`src/design/timed_pattern_pkg.sv`:
```
// Purpose: shared constants of the timed pattern output unit
// Assumes: 8-bit register port, one system clock
// Notes: register indexes select a register on the register port
package timed_pattern_pkg;
  localparam int DATA_W = 8;
  localparam int NIBBLE_W = 4;
  localparam int SEL_W = 3;
  // register indexes
  localparam logic [2:0] REG_BUF_LOW = 3'h0;
  localparam logic [2:0] REG_BUF_HIGH = 3'h1;
  localparam logic [2:0] REG_PIN_FUNC = 3'h2;
  localparam logic [2:0] REG_CONTROL = 3'h3;
  localparam logic [2:0] REG_PORT_LATCH = 3'h4;
  // output_control field positions
  localparam int CTRL_OE_BIT = 7;
  localparam int CTRL_EDGE_BIT = 6;
  localparam int CTRL_WIDTH_BIT = 5;
  localparam int CTRL_EXT_BIT = 4;
  // reset values
  localparam logic [3:0] BUF_RESET = 4'h0;
  localparam logic [7:0] PIN_FUNC_RESET = 8'h00;
  localparam logic [7:0] CONTROL_RESET = 8'h00;
  localparam logic [7:0] PORT_LATCH_RESET = 8'h00;
  localparam logic [7:0] UNMAPPED_READ = 8'h00;
  // trigger pin filter: equal samples needed before a level counts
  localparam int FILTER_SAMPLES = 3;
endpackage

```
`src/design/ext_trigger_if.sv`:
```
// Purpose: carries the external trigger between control and filter
// Assumes: all signals in the system clock domain
// Notes: edge_sel high selects the rising edge
`timescale 1ns/1ps
interface ext_trigger_if;
  logic raw;
  logic edge_sel;
  logic pulse;
  modport filt (input raw, input edge_sel, output pulse);
  modport ctl (output raw, output edge_sel, input pulse);
endinterface

```
`src/design/timed_pattern_output.sv`:
```
// Purpose: timed pattern output unit with preload buffers and latch
// Assumes: register port single-cycle strobes; timer events one-cycle
// Notes: read data appears the cycle after i_rd
// Functional notes
// - two separate 4-bit halves hold next pattern
// - split mode writes touch only addressed nibble
// - byte mode write loads both halves
// - buffer read returns high then low nibble
// - port-mode bits read as zero
// - reset clears both buffer halves
// - reset clears function select and control
// - latch loaded by hardware only
// - real-time bits ignore port latch writes
// - each function bit picks port or pattern
// - split mode triggers chosen by source select
// - byte mode loads all on one trigger
// - control bits: enable 7, edge 6, width 5, source 4
// - enabled trigger edge copies buffers to latch
// - port-mode bits drive zero on pattern path
// - disabled output drives all pattern pins zero
// - trigger pin needs three equal samples
`timescale 1ns/1ps
module timed_pattern_output (
  input wire logic i_sys_clk,
  input wire logic i_rst,
  input wire logic [2:0] i_sel,
  input wire logic i_wr,
  input wire logic i_rd,
  input wire logic [7:0] i_wdata,
  output logic [7:0] o_rdata,
  input wire logic i_timer4_match_event,
  input wire logic i_timer5_match_event,
  input wire logic i_ext_trigger_pin,
  output logic [7:0] o_pattern_output_pins,
  output logic [7:0] o_port_latch
);
  localparam int OE = timed_pattern_pkg::CTRL_OE_BIT;
  localparam int EDG = timed_pattern_pkg::CTRL_EDGE_BIT;
  localparam int WID = timed_pattern_pkg::CTRL_WIDTH_BIT;
  localparam int EXS = timed_pattern_pkg::CTRL_EXT_BIT;

  typedef struct packed {
    logic [3:0] buf_high;
    logic [3:0] buf_low;
    logic [7:0] pin_function_select;
    logic [7:0] output_control;
    logic [7:0] out_latch;
    logic [7:0] port_latch;
    logic [7:0] pins;
    logic [7:0] rdata;
  } rto_s;

  rto_s st_ff;
  rto_s nxt_st;
  ext_trigger_if trg ();
  logic ext_pulse;
  logic oe;
  logic byte_mode;
  logic ext_sel;
  logic load_high;
  logic load_low;
  logic [7:0] buf_view;

  assign trg.raw = i_ext_trigger_pin;
  assign trg.edge_sel = st_ff.output_control[EDG];
  assign ext_pulse = trg.pulse;

  trigger_filter u_filter (
    .i_sys_clk(i_sys_clk),
    .i_rst(i_rst),
    .trg(trg)
  );

  assign oe = st_ff.output_control[OE];
  assign byte_mode = st_ff.output_control[WID];
  assign ext_sel = st_ff.output_control[EXS];
  // masked view of both halves for buffer reads
  assign buf_view = {st_ff.buf_high, st_ff.buf_low} &
                    st_ff.pin_function_select;

  // trigger routing; timer events are one-cycle pulses
  always_comb begin
    load_high = 1'b0;
    load_low = 1'b0;
    if (oe) begin
      if (byte_mode) begin
        load_high = ext_sel ? ext_pulse : i_timer4_match_event;
        load_low = load_high;
      end else begin
        load_high = ext_sel ? i_timer4_match_event : i_timer5_match_event;
        load_low = ext_sel ? ext_pulse : i_timer4_match_event;
      end
    end
  end

  always_comb begin
    nxt_st = st_ff;
    nxt_st.rdata = st_ff.rdata;
    // latch samples the buffers as they stood before any write this cycle
    if (load_high) begin
      nxt_st.out_latch[7:4] = st_ff.buf_high;
    end
    if (load_low) begin
      nxt_st.out_latch[3:0] = st_ff.buf_low;
    end
    if (i_wr) begin
      unique case (i_sel)
        timed_pattern_pkg::REG_BUF_LOW: begin
          nxt_st.buf_low = i_wdata[3:0];
          if (byte_mode) begin
            nxt_st.buf_high = i_wdata[7:4];
          end
        end
        timed_pattern_pkg::REG_BUF_HIGH: begin
          // high half keeps bits 7:4 so a read returns what was written
          nxt_st.buf_high = i_wdata[7:4];
          if (byte_mode) begin
            nxt_st.buf_low = i_wdata[3:0];
          end
        end
        timed_pattern_pkg::REG_PIN_FUNC: begin
          nxt_st.pin_function_select = i_wdata;
        end
        timed_pattern_pkg::REG_CONTROL: begin
          nxt_st.output_control = {i_wdata[7:4], 4'h0};
        end
        timed_pattern_pkg::REG_PORT_LATCH: begin
          nxt_st.port_latch =
            (st_ff.port_latch & st_ff.pin_function_select) |
            (i_wdata & ~st_ff.pin_function_select);
        end
        default: begin
        end
      endcase
    end
    if (i_rd) begin
      unique case (i_sel)
        timed_pattern_pkg::REG_BUF_LOW,
        timed_pattern_pkg::REG_BUF_HIGH: begin
          nxt_st.rdata = buf_view;
        end
        timed_pattern_pkg::REG_PIN_FUNC: begin
          nxt_st.rdata = st_ff.pin_function_select;
        end
        timed_pattern_pkg::REG_CONTROL: begin
          nxt_st.rdata = st_ff.output_control;
        end
        timed_pattern_pkg::REG_PORT_LATCH: begin
          nxt_st.rdata = st_ff.port_latch;
        end
        default: begin
          nxt_st.rdata = timed_pattern_pkg::UNMAPPED_READ;
        end
      endcase
    end
    // pins follow the next state so they stay aligned with latch and mode
    nxt_st.pins = nxt_st.output_control[OE] ?
                  (nxt_st.out_latch & nxt_st.pin_function_select) :
                  8'h00;
  end

  always_ff @(posedge i_sys_clk or posedge i_rst) begin
    if (i_rst) begin
      st_ff.buf_high <= timed_pattern_pkg::BUF_RESET;
      st_ff.buf_low <= timed_pattern_pkg::BUF_RESET;
      st_ff.pin_function_select <= timed_pattern_pkg::PIN_FUNC_RESET;
      st_ff.output_control <= timed_pattern_pkg::CONTROL_RESET;
      st_ff.out_latch <= 8'h00;
      st_ff.port_latch <= timed_pattern_pkg::PORT_LATCH_RESET;
      st_ff.pins <= 8'h00;
      st_ff.rdata <= 8'h00;
    end else begin
      st_ff <= nxt_st;
    end
  end

  assign o_rdata = st_ff.rdata;
  assign o_pattern_output_pins = st_ff.pins;
  assign o_port_latch = st_ff.port_latch;

  a_disabled_pins_zero: assert property (
    @(posedge i_sys_clk) disable iff (i_rst)
    !oe |-> o_pattern_output_pins == 8'h00)
    else $error("pattern pins active while output disabled");

  a_port_bits_zero: assert property (
    @(posedge i_sys_clk) disable iff (i_rst)
    (o_pattern_output_pins & ~st_ff.pin_function_select) == 8'h00)
    else $error("port-mode bit driven on pattern path");

  a_latch_only_trigger: assert property (
    @(posedge i_sys_clk) disable iff (i_rst)
    !(oe && (i_timer4_match_event || i_timer5_match_event || ext_pulse))
    |=> $stable(st_ff.out_latch))
    else $error("output latch changed without a trigger");

  a_byte_timer_load: assert property (
    @(posedge i_sys_clk) disable iff (i_rst)
    oe && byte_mode && !ext_sel && i_timer4_match_event
    |=> st_ff.out_latch == $past({st_ff.buf_high, st_ff.buf_low}))
    else $error("byte mode timer4 event did not load latch");

  a_split_high_load: assert property (
    @(posedge i_sys_clk) disable iff (i_rst)
    oe && !byte_mode && !ext_sel && i_timer5_match_event
    |=> st_ff.out_latch[7:4] == $past(st_ff.buf_high))
    else $error("split mode timer5 event did not load high half");

  a_split_low_write: assert property (
    @(posedge i_sys_clk) disable iff (i_rst)
    i_wr && !byte_mode && i_sel == timed_pattern_pkg::REG_BUF_LOW
    |=> st_ff.buf_low == $past(i_wdata[3:0]) && $stable(st_ff.buf_high))
    else $error("split write to low half disturbed high half");

  a_byte_write_both: assert property (
    @(posedge i_sys_clk) disable iff (i_rst)
    i_wr && byte_mode && i_sel == timed_pattern_pkg::REG_BUF_HIGH
    |=> {st_ff.buf_high, st_ff.buf_low} == $past(i_wdata))
    else $error("byte write did not load both halves");

  a_buffer_read_mask: assert property (
    @(posedge i_sys_clk) disable iff (i_rst)
    i_rd && (i_sel == timed_pattern_pkg::REG_BUF_LOW ||
             i_sel == timed_pattern_pkg::REG_BUF_HIGH)
    |=> o_rdata == $past({st_ff.buf_high, st_ff.buf_low} &
                         st_ff.pin_function_select))
    else $error("buffer read returned wrong masked value");

  a_port_bit_guard: assert property (
    @(posedge i_sys_clk) disable iff (i_rst)
    i_wr && i_sel == timed_pattern_pkg::REG_PORT_LATCH
    |=> (st_ff.port_latch & $past(st_ff.pin_function_select)) ==
        $past(st_ff.port_latch & st_ff.pin_function_select))
    else $error("port latch write changed a pattern-mode bit");

  a_split_high_write: assert property (
    @(posedge i_sys_clk) disable iff (i_rst)
    i_wr && !byte_mode && i_sel == timed_pattern_pkg::REG_BUF_HIGH
    |=> st_ff.buf_high == $past(i_wdata[7:4]) && $stable(st_ff.buf_low))
    else $error("split write to high half disturbed low half");

  a_byte_low_write: assert property (
    @(posedge i_sys_clk) disable iff (i_rst)
    i_wr && byte_mode && i_sel == timed_pattern_pkg::REG_BUF_LOW
    |=> {st_ff.buf_high, st_ff.buf_low} == $past(i_wdata))
    else $error("byte write to low index did not load both halves");

  a_split_low_load: assert property (
    @(posedge i_sys_clk) disable iff (i_rst)
    oe && !byte_mode && !ext_sel && i_timer4_match_event
    |=> st_ff.out_latch[3:0] == $past(st_ff.buf_low))
    else $error("split mode timer4 event did not load low half");

  a_ext_high_load: assert property (
    @(posedge i_sys_clk) disable iff (i_rst)
    oe && !byte_mode && ext_sel && i_timer4_match_event
    |=> st_ff.out_latch[7:4] == $past(st_ff.buf_high))
    else $error("split mode timer4 event did not load high half");

  a_ext_low_load: assert property (
    @(posedge i_sys_clk) disable iff (i_rst)
    oe && !byte_mode && ext_sel && ext_pulse
    |=> st_ff.out_latch[3:0] == $past(st_ff.buf_low))
    else $error("split mode pin trigger did not load low half");

  a_byte_pin_load: assert property (
    @(posedge i_sys_clk) disable iff (i_rst)
    oe && byte_mode && ext_sel && ext_pulse
    |=> st_ff.out_latch == $past({st_ff.buf_high, st_ff.buf_low}))
    else $error("byte mode pin trigger did not load latch");

  a_disabled_latch_hold: assert property (
    @(posedge i_sys_clk) disable iff (i_rst)
    !oe |=> $stable(st_ff.out_latch))
    else $error("output latch loaded while output disabled");

  a_pins_follow_latch: assert property (
    @(posedge i_sys_clk) disable iff (i_rst)
    oe |-> o_pattern_output_pins ==
           (st_ff.out_latch & st_ff.pin_function_select))
    else $error("pattern pins differ from masked latch");

  a_control_low_zero: assert property (
    @(posedge i_sys_clk) disable iff (i_rst)
    st_ff.output_control[3:0] == 4'h0)
    else $error("unused control bits are not zero");

  a_rdata_holds: assert property (
    @(posedge i_sys_clk) disable iff (i_rst)
    !i_rd |=> $stable(o_rdata))
    else $error("read data changed without a read");

  a_func_select_write: assert property (
    @(posedge i_sys_clk) disable iff (i_rst)
    i_wr && i_sel == timed_pattern_pkg::REG_PIN_FUNC
    |=> st_ff.pin_function_select == $past(i_wdata))
    else $error("function select write not stored");
endmodule

```
`src/design/trigger_filter.sv`:
```
// Purpose: sampling noise filter and edge detector for the trigger pin
// Assumes: pin already synchronous to i_sys_clk
// Notes: pulse is one cycle, registered
`timescale 1ns/1ps
module trigger_filter (
  input wire logic i_sys_clk,
  input wire logic i_rst,
  ext_trigger_if.filt trg
);
  localparam int N = timed_pattern_pkg::FILTER_SAMPLES;

  typedef struct packed {
    logic [N-1:0] samples;
    logic level;
    logic pulse;
  } filt_s;

  filt_s st_ff;
  filt_s nxt_st;

  always_comb begin
    nxt_st = st_ff;
    nxt_st.samples = {st_ff.samples[N-2:0], trg.raw};
    nxt_st.pulse = 1'b0;
    // a level counts only once every sample agrees with it
    if ((&st_ff.samples || ~|st_ff.samples) &&
        st_ff.samples[0] != st_ff.level) begin
      nxt_st.level = st_ff.samples[0];
      nxt_st.pulse = (st_ff.samples[0] == trg.edge_sel);
    end
  end

  always_ff @(posedge i_sys_clk or posedge i_rst) begin
    if (i_rst) begin
      st_ff <= '0;
    end else begin
      st_ff <= nxt_st;
    end
  end

  assign trg.pulse = st_ff.pulse;

  a_filter_needs_three: assert property (
    @(posedge i_sys_clk) disable iff (i_rst)
    trg.pulse |-> ($past(trg.raw, 2) == $past(trg.raw, 3)) &&
                  ($past(trg.raw, 3) == $past(trg.raw, 4)))
    else $error("trigger accepted without three equal samples");

  a_edge_direction: assert property (
    @(posedge i_sys_clk) disable iff (i_rst)
    trg.pulse |-> $past(trg.raw, 2) == $past(trg.edge_sel))
    else $error("trigger edge does not match selected direction");
endmodule
```
`config.mk`:
```
export PLATFORM = sky130hd
export DESIGN_NAME = timed_pattern_output
export DESIGN_NICKNAME = d
export VERILOG_FILES = /design/src/design/timed_pattern_pkg.sv /design/src/design/ext_trigger_if.sv /design/src/design/timed_pattern_output.sv /design/src/design/trigger_filter.sv
export SDC_FILE = /design/constraint.sdc
export NUM_CORES = 1
export LEC_CHECK = 0
export BUFFER_PORTS_ARGS = -buffer_cell sky130_fd_sc_hd__buf_4
export CAP_MARGIN = 10
export CORE_ASPECT_RATIO = 1.25
export CORE_UTILIZATION = 58
export CTS_BUF_LIST = sky130_fd_sc_hd__clkbuf_8
export DETAILED_ROUTE_END_ITERATION = 16
export MAX_ROUTING_LAYER = met4
export PLACE_DENSITY = 0.8
export SLEW_MARGIN = 15
export SYNTH_ARGS = -nofsm -noshare
export SYNTH_HDL_FRONTEND = slang
export SYNTH_SLANG_ARGS = --single-unit
```
`constraint.sdc`:
```
create_clock -name i_sys_clk -period 2.3 [get_ports i_sys_clk]
set_input_delay 0.575 -clock i_sys_clk [delete_from_list [all_inputs] [get_ports i_sys_clk]]
set_output_delay 0.575 -clock i_sys_clk [all_outputs]
set_load 0.005 [all_outputs]
```
==> results of run 1 <==
-- placed cells by master (no fill, tap or decap), drive strengths merged --
cell type	instances
a31oi	2
inv	18
clkbuf	11
o21a	1
mux2	36
o22ai	4
clkinv	1
a32oi	4
dfrtp	57
a21oi	4
nor2	17
mux2i	5
o21ai	12
a21boi	1
nor3b	1
nand2b	4
and3	9
nand2	10
o32ai	2
buf	44
nand4b	1
nand3	3
nand4	1
-- worst paths after layout --
check,start,endpoint,slack [ps],cells after the start
max,i_sel[1],flip-flop,640,5
min,i_rst,u_filter.nxt_st[4],310,3
max reg2reg,ext_sel,o_pattern_output_pins[3],650,4
min reg2reg,u_filter.nxt_st[3],u_filter.nxt_st[4],380,0
max in group asynchronous,i_rst,st_ff[25],1720,3
min in group i_sys_clk,i_ext_trigger_pin,u_filter.nxt_st[3],350,1
-- worst max-delay path, stage by stage --
cell     delay, ps
buf_4          170
nor3b_4        320
nand2_1        280
nor2_1         170
mux2_2         350
-- stage by stage --
stage	instances	utilization, %	power (uW)
CTS	304	70.8	2830
floorplan	217	-	1870
detailed placement	290	66.9	2050
global placement	290	66.9	2010
finish	304	70.8	2810
global route	304	70.8	2960
-- cell type report --
cell class	instances	share of cell area (%)
Clock buffer	11	5.14
Sequential cell	57	48.4
Tap cell	56	2.38
Clock inverter	3	0.382
Multi-Input combinational cell	117	30.4
Timing Repair Buffer	44	11.2
Inverter	16	2.04
-- cells by family (layout without fill, tap and decap cells) --
| group | count (synthesis) | count (layout) |
|---|---|---|
| flip-flops | 57 | 57 |
| AND/OR/NAND/NOR | 46 | 46 |
| buffers and inverters | 43 | 74 |
| multiplexers | 41 | 41 |
| AO/OA/AOI/OAI | 30 | 30 |
-- cell usage after synthesis --
library cell / count
nor2_8: 1
a21boi_0: 1
o32ai_1: 2
a31oi_1: 2
nand4b_1: 1
nor3b_4: 1
o22ai_1: 3
o21ai_0: 12
and3_1: 9
clkbuf_1: 1
buf_4: 25
nand3_1: 3
mux2i_1: 5
nand2b_2: 1
dfrtp_1: 57
clkinv_1: 1
nand4_1: 1
o21a_1: 1
nor2_1: 16
a32oi_1: 4
mux2_2: 36
o22ai_2: 1
buf_2: 1
nand2b_1: 3
nand2_1: 10
inv_1: 15
a21oi_1: 4
-- layer usage --
metal | wire length, um | global-route usage, % | vias up
met5 | 0 | - | -
met4 | 96 | 9.78 | 0
met3 | 247 | 7.47 | 11
met2 | 2400 | 34.1 | 47
met1 | 2130 | 33.5 | 855
li1 | - | - | 783
-- power by group --
group	total (uW)	switching [uW]	internal [uW]
combinational	610	250	361
sequential	1420	167	1260
clock	773	348	425
==> impl_metrics.yaml, run 1 <==
routing:
  postRouteAntennaNets: 0
  first_pass_iters: 4
  detail_route.vias_per_cell: 5.58
  drtIter0Drc: 85
  wire_per_inst_um: 16.0
  drc: 0
  finalWirelength_um: 4870
  vias: 1696
sta:
  period_needed_ps: 1660
  fin_crit_sh_pct: 72.3
  finalSetupViolations: 0
  setup_ws_ps: 637
  maxSlewHeadroom_pct: 76.2
  fmax_ghz: 0.601
  tns_ps: 0
  tightest_slew_ps: 356
  slew_violations: 0
  grt_setup_unrepaired: "false"
  hold_slack_ps: 313
  finalHoldViolCount: 0
  worst_clock_skew_ps: 2.87
yosys:
  yosysWarningCount: 0
  yosysTopAreaCellShare_pct: 55.3
  synth_seq_cells: 57
  synth_top_family_by_area: "multiplexers"
  muxShareOfSynthArea_pct: 17.7
  ys_types: 27
  synth-seq-area-share_pct: 55.3
  syn_area_um2: 2580
  synth_compound_area_share_pct: 7.42
  synth_area_leaders: "dfrtp_1 55%, mux2_2 16%, buf_4 7.3%, o21ai_0 2.3%, nor2_1 2.3%"
  syn_avg_cell_area_um2: 11.9
  syn_inst: 217
  syn_nets: 235
  yosys.area.top_type: "dfrtp_1"
  synth_simple_gate_area_share_pct: 9.70
  synth_xor_xnor_area_share_pct: 0
  synthAdderAreaFrac_pct: 0
global_route:
  grt_max_degree: 30
  first_global_vias: 1692
  overflow: 0
  grt_use_total_pct: 24.5
  antenna_found_initial: 0
  grt_pass1_wl_um: 8050
die:
  die_area_um2: 4720
  pin_count: 42
  core_area_um2: 4160
  die_width_um: 61.7
  row_count: 26
  start_util_pct: 62.0
  die_h_um: 76.6
clocking:
  htree_levels: 3
  clk-insertion-delay-late_ps: 330
  clock_sinks: 57
  clk_pin_slew_worst_paths_ps: 60
  cts_buffers: 9
  cts_buffer_depth: 2
  hold_buffers: 0
  tritoncts: "done"
  root_buffer: "clkbuf_8"
  post-cts-setup-buffers: 0
  cts.repair.resized: 0
placement:
  io_buffers: 41
  gp_congestion: 0.844
  place_ws_ps: 322
  dp_hpwl_um: 3480
  placed_area_um2: 2780
setup_path:
  cp_max_fo: 16
  crit_arrival_ps: 1870
  end_kind: "flip-flop"
  start_kind: "input port"
  critical_path_class: "input port to flip-flop"
  cp.required_ps: 2510
finish:
  multi_input_area_um2: 897
  final_area_um2: 2950
  drive_gt1_share_pct: 38.7
  num-fill-cells: 350
  n_antenna_cell: 0
  seqCellArea_um2: 1430
  area_delta_synth_final_pct: 14.2
  nNetsFinal: 263
pwr:
  power_density_nw_per_um2: 952
  peakVddDrop_mv: 0.609
  leakagePower_uw: 0.00144
hold_path:
  hold_path.class: "input port to async pin"
run:
  cap_violations: 0
status:
  status: "finished clean"
(Power assumes the default switching activity.)
==> run 2, diff against run 1 <==
- ABC_AREA: default -> 1
- CORE_UTILIZATION: 58 -> 59
- clock period: 2.3 -> 1.66 ns (I/O delays scaled with it)
==> run 2 against run 1 <==
Core utilization increased by 0.97 points. Non-clock buffer count down 1. Critical path depth rose by 3. Critical path type is now flip-flop to flip-flop.
==> impl_metrics.yaml, run 2 <==
clocking:
  clk_pin_slew_worst_paths_ps: 60
  post-cts-setup-buffers: 0
  tritoncts: "done"
  clk-insertion-delay-late_ps: 330
  cts_buffer_depth: 2
  clock_sinks: 57
  cts.repair.resized: 0
  hold_buffers: 0
  htree_levels: 3
  root_buffer: "clkbuf_8"
  cts_buffers: 9
sta:
  fmax_ghz: 0.719
  worst_clock_skew_ps: 5.12
  tightest_slew_ps: 296
  tns_ps: 0
  slew_violations: 0
  fin_crit_sh_pct: 83.7
  hold_slack_ps: 146
  finalHoldViolCount: 0
  maxSlewHeadroom_pct: 80.2
  period_needed_ps: 1390
  setup_ws_ps: 270
  grt_setup_unrepaired: "false"
  finalSetupViolations: 0
setup_path:
  cp_max_fo: 5
  rrSetupSlack_ps: 270
  critical_path_class: "flip-flop to flip-flop"
  r2r-start: "ext_sel"
  crit_arrival_ps: 1610
  r2r_cells: 8
  start_kind: "flip-flop"
  critPathCapture: "st_ff[29]"
  timing.rr.end: "st_ff[29]"
  end_kind: "flip-flop"
  crit_start: "ext_sel"
  cp.required_ps: 1880
status:
  status: "finished clean"
finish:
  nNetsFinal: 393
  area_delta_synth_final_pct: 13.7
  fin_util_pct: 71.7
  multi_input_area_um2: 971
  final_cell_mix: "127 x nand2_1, 57 x dfrtp_1, 54 x inv_1, 42 x buf_4, 22 x nand3_1"
  drive_gt1_share_pct: 19.2
  num-fill-cells: 369
  n_antenna_cell: 0
  seqCellArea_um2: 1430
  mostFrequentLayoutCell: "nand2_1"
routing:
  drc: 0
  vias: 2185
  wire_per_inst_um: 12.9
  drtIter0Drc: 167
  first_pass_iters: 4
  postRouteAntennaNets: 0
  finalWirelength_um: 5630
  detail_route.vias_per_cell: 4.99
die:
  die_h_um: 79.5
  core_area_um2: 4490
  die_width_um: 64.0
  pin_count: 42
  start_util_pct: 63.1
  row_count: 27
  die_area_um2: 5090
pwr:
  p_seq_share_pct: 47.2
  switchingPower_uw: 1230
  leakagePower_uw: 0.00179
  clkPwrFrac_pct: 32.4
  peakVddDrop_mv: 0.882
  intPower_uw: 2870
  switching_share_pct: 30.0
  p_comb_share_pct: 20.4
  power_density_nw_per_um2: 1270
yosys:
  syn_inst: 351
  synth_area_leaders: "dfrtp_1 50%, nand2_1 17%, inv_1 7.0%, buf_4 6.6%, nand3_1 3.9%"
  yosysTopAreaCellShare_pct: 50.3
  synthArstFlopShare_pct: 100
  syn_avg_cell_area_um2: 8.07
  yosys.area.top_type: "dfrtp_1"
  yosysWarningCount: 0
  synth_edf_count: 0
  netlist_top_cells_count: "127 x nand2_1, 57 x dfrtp_1, 53 x inv_1, 25 x buf_4, 22 x nand3_1"
  yosys_most_used_dff: "dfrtp_1"
  ys_types: 25
  syn_nets: 369
  synth_seq_cells: 57
  syn_area_um2: 2830
  yosysMostFrequentCell: "nand2_1"
  synth-seq-area-share_pct: 50.3
placement:
  io_buffers: 41
  dp_hpwl_um: 3880
  gp_congestion: 0.905
  place_ws_ps: 179
global_route:
  first_global_vias: 2192
  overflow: 0
  antenna_found_initial: 0
  grt_max_degree: 58
  grt_pass1_wl_um: 9770
  grt_use_total_pct: 26.8
hold_path:
  hold_path.class: "input port to async pin"
run:
  cap_violations: 0
[run 2: cell types whose count changed after synthesis, moves of 5 or more]
| cell | previous run | this run |
|---|---|---|
| and3_1 | 9 | 0 |
| inv_1 | 15 | 53 |
| mux2_2 | 36 | 0 |
| mux2i_1 | 5 | 0 |
| nand2_1 | 10 | 127 |
| nand3_1 | 3 | 22 |
| o21ai_1 | 0 | 14 |
[run 2: cells by family (layout without fill, tap and decap cells)]
logic type             Yosys count  count (layout)  synth area share, %
AO/OA/AOI/OAI                   32              32                 6.40
XOR/XNOR                         2               2                0.618
buffers and inverters           85             114                 15.4
flip-flops                      57              57                 50.3
AND/OR/NAND/NOR                175             175                 27.2
[run 2: through the flow]
stage / instance area, um^2 / cells / power (uW)
after global placement: 3020 / 422 / 2730
after floorplan: 2840 / 351 / 2550
after global routing: 3220 / 438 / 4330
after detailed placement: 3020 / 422 / 2770
after CTS: 3220 / 438 / 4120
final: 3220 / 438 / 4090
[run 2: worst min-delay path by stage]
stage / to / slack [ps]
after floorplan: u_filter.st_ff[4] / 370
after global placement: u_filter.st_ff[4] / 380
after detailed placement: u_filter.st_ff[4] / 390
after CTS: o_rdata[4] / 160
after global routing: o_rdata[6] / 180
final: o_rdata[4] / 150
[run 2: area by class of cell]
cell class / instances / share of cell area, %
Inverter: 55 / 6.52
Tap cell: 58 / 2.25
Clock inverter: 4 / 1.32
Clock buffer: 12 / 5.12
Timing Repair Buffer: 43 / 10.4
Sequential cell: 57 / 44.3
Multi-Input combinational cell: 209 / 30.1
[run 2: power groups by stage]
stage               combinational [uW]  clock, uW  sequential, uW
finish                             835       1320            1930
global route                       962       1400            1970
CTS                                842       1350            1930
detailed placement                 830          0            1940
global placement                   793          0            1940
floorplan                          682          0            1870
[run 2: metal layers]
| layer | GRT usage [%] | vias up | wire [um] |
|---|---|---|---|
| met5 | - | - | 0 |
| met4 | 17.7 | 0 | 144 |
| met3 | 6.14 | 15 | 265 |
| met2 | 42.0 | 70 | 2770 |
| met1 | 30.7 | 998 | 2460 |
| li1 | - | 1102 | - |
[run 2: critical path, stage by stage (launching register included)]
cell and delay, ps:
dfrtp_1 430, inv_1 90, nand2_1 50, nand2_1 150, nand3_1 190, nand2_1 170, nand2_1 60, nand2_1 80
inv_1 50
==> run 3, diff against run 2 <==
- clock period: 1.66 -> 1.45 ns (I/O delays scaled with it)
==> run 3 against run 2 <==
Count of clock-buffer cells in the layout down 1. Highest routed layer unchanged. Clock power increased by 26%. Sequential share of layout area decreased by 0.61 points. Largest cell class unchanged. Sequential power is 15% higher. Via count is essentially flat. Routed wire length fell by 2.3%.
==> impl_metrics.yaml, run 3 (same netlist as run 2, synthesis figures left out) <==
status:
  status: "finished clean"
setup_path:
  crit_chain: "inv_1, nor2_1, nand3_1, nand2_1, nand2_1, nand2_1, nor2_1"
  start_kind: "flip-flop"
  r2r_cells: 7
  cp_max_fo: 5
  crit_start: "oe"
  rrSetupSlack_ps: 170
  r2r-start: "oe"
  timing.rr.end: "o_pattern_output_pins[4]"
  slowest_delay_ps: 480
  critical_path_class: "flip-flop to flip-flop"
  crit_slowest_cell: "dfrtp_1"
  crit_arrival_ps: 1500
  path_common_cell: "nand2_1"
  cp.required_ps: 1670
  end_kind: "flip-flop"
global_route:
  grt_pass1_wl_um: 9760
  overflow: 0
  grt_max_degree: 58
  antenna_found_initial: 0
  grt_use_total_pct: 26.2
  first_global_vias: 2124
sta:
  worst_clock_skew_ps: 7.34
  fmax_ghz: 0.783
  tightest_slew_ps: 299
  grt_setup_unrepaired: "false"
  period_needed_ps: 1280
  finalHoldViolCount: 0
  slew_violations: 0
  maxSlewHeadroom_pct: 80.1
  setup_ws_ps: 172
  finalSetupViolations: 0
  tns_ps: 0
  fin_crit_sh_pct: 88.1
pwr:
  switching_share_pct: 29.1
  p_seq_share_pct: 45.7
  peakVddDrop_mv: 0.962
  switchingPower_uw: 1400
  clkPwrFrac_pct: 34.5
  intPower_uw: 3430
  leakagePower_uw: 0.00180
  power_density_nw_per_um2: 1480
  p_comb_share_pct: 19.9
die:
  core_area_um2: 4490
  row_count: 27
  die_area_um2: 5090
  pin_count: 42
  start_util_pct: 63.1
  die_h_um: 79.5
  die_width_um: 64.0
clocking:
  clock_sinks: 57
  root_buffer: "clkbuf_8"
  clk-insertion-delay-late_ps: 330
  tritoncts: "done"
  hold_buffers: 0
  post-cts-setup-buffers: 0
  cts.repair.resized: 0
  htree_levels: 3
  clk_pin_slew_worst_paths_ps: 70
  cts_buffers: 9
  cts_buffer_depth: 2
routing:
  drtIter0Drc: 116
  postRouteAntennaNets: 0
  finalWirelength_um: 5500
  detail_route.vias_per_cell: 4.97
  drc: 0
  first_pass_iters: 4
  wire_per_inst_um: 12.5
  vias: 2187
placement:
  dp_hpwl_um: 3850
  io_buffers: 41
  gp_congestion: 0.911
  place_ws_ps: 14.1
hold_path:
  hold_path.class: "input port to async pin"
run:
  cap_violations: 0
finish:
  mostFrequentLayoutCell: "nand2_1"
  seqCellArea_um2: 1430
  area_delta_synth_final_pct: 15.3
  n_antenna_cell: 0
  final_cell_mix: "126 x nand2_1, 57 x dfrtp_1, 53 x inv_1, 44 x buf_4, 21 x nand3_1"
  nNetsFinal: 395
  num-fill-cells: 368
  drive_gt1_share_pct: 20.4
  multi_input_area_um2: 978
run 3: power groups by stage:
stage | registers (uW) | clock network, uW | logic, uW
floorplan | 2140 | 0 | 781
global placement | 2210 | 0 | 921
detailed placement | 2220 | 0 | 956
CTS | 2200 | 1690 | 969
global route | 2250 | 1780 | 1110
finish | 2210 | 1660 | 959
run 3: worst max path at each step:
stage	end	slack [ps]	depth (start not counted)
2_1_floorplan	st_ff[55]	200	7
3_3_place_gp	st_ff[51]	40	7
3_5_place_dp	st_ff[48]	10	7
4_1_cts	o_pattern_output_pins[4]	60	8
5_1_grt	o_pattern_output_pins[7]	10	7
6_report	o_pattern_output_pins[4]	170	7
run 3: metal layers:
metal	part of all wire, %	wire, um	GRT usage [%]	vias up
met3	4.1	225	6.43	13
met4	2.2	123	11.1	0
met1	45	2480	31.8	1007
met2	49	2670	41.8	60
li1	-	-	-	1107
met5	0	0	-	-
run 3: layout make-up:
cell class / count / area share (%)
Clock inverter: 5 / 2.41
Timing Repair Buffer: 45 / 10.7
Tap cell: 58 / 2.22
Inverter: 55 / 6.43
Clock buffer: 11 / 4.63
Sequential cell: 57 / 43.6
Multi-Input combinational cell: 209 / 29.9
run 3: critical path: cells and delay by family, from the launching register on:
| family | cells | cell delay, ps |
|---|---|---|
| buf+inv | 1 | 60 |
| flops | 1 | 480 |
| simple gates | 6 | 620 |
run 3: stage by stage:
step	instance area [um^2]	hold slack (ps)	instances	power, uW	utilization (%)
floorplan	2840	367	351	2920	-
global placement	3030	379	424	3130	67.4
detailed placement	3030	399	424	3180	67.4
CTS	3260	106	440	4860	72.6
global route	3270	121	440	5130	72.7
finish	3270	91.4	440	4830	72.7
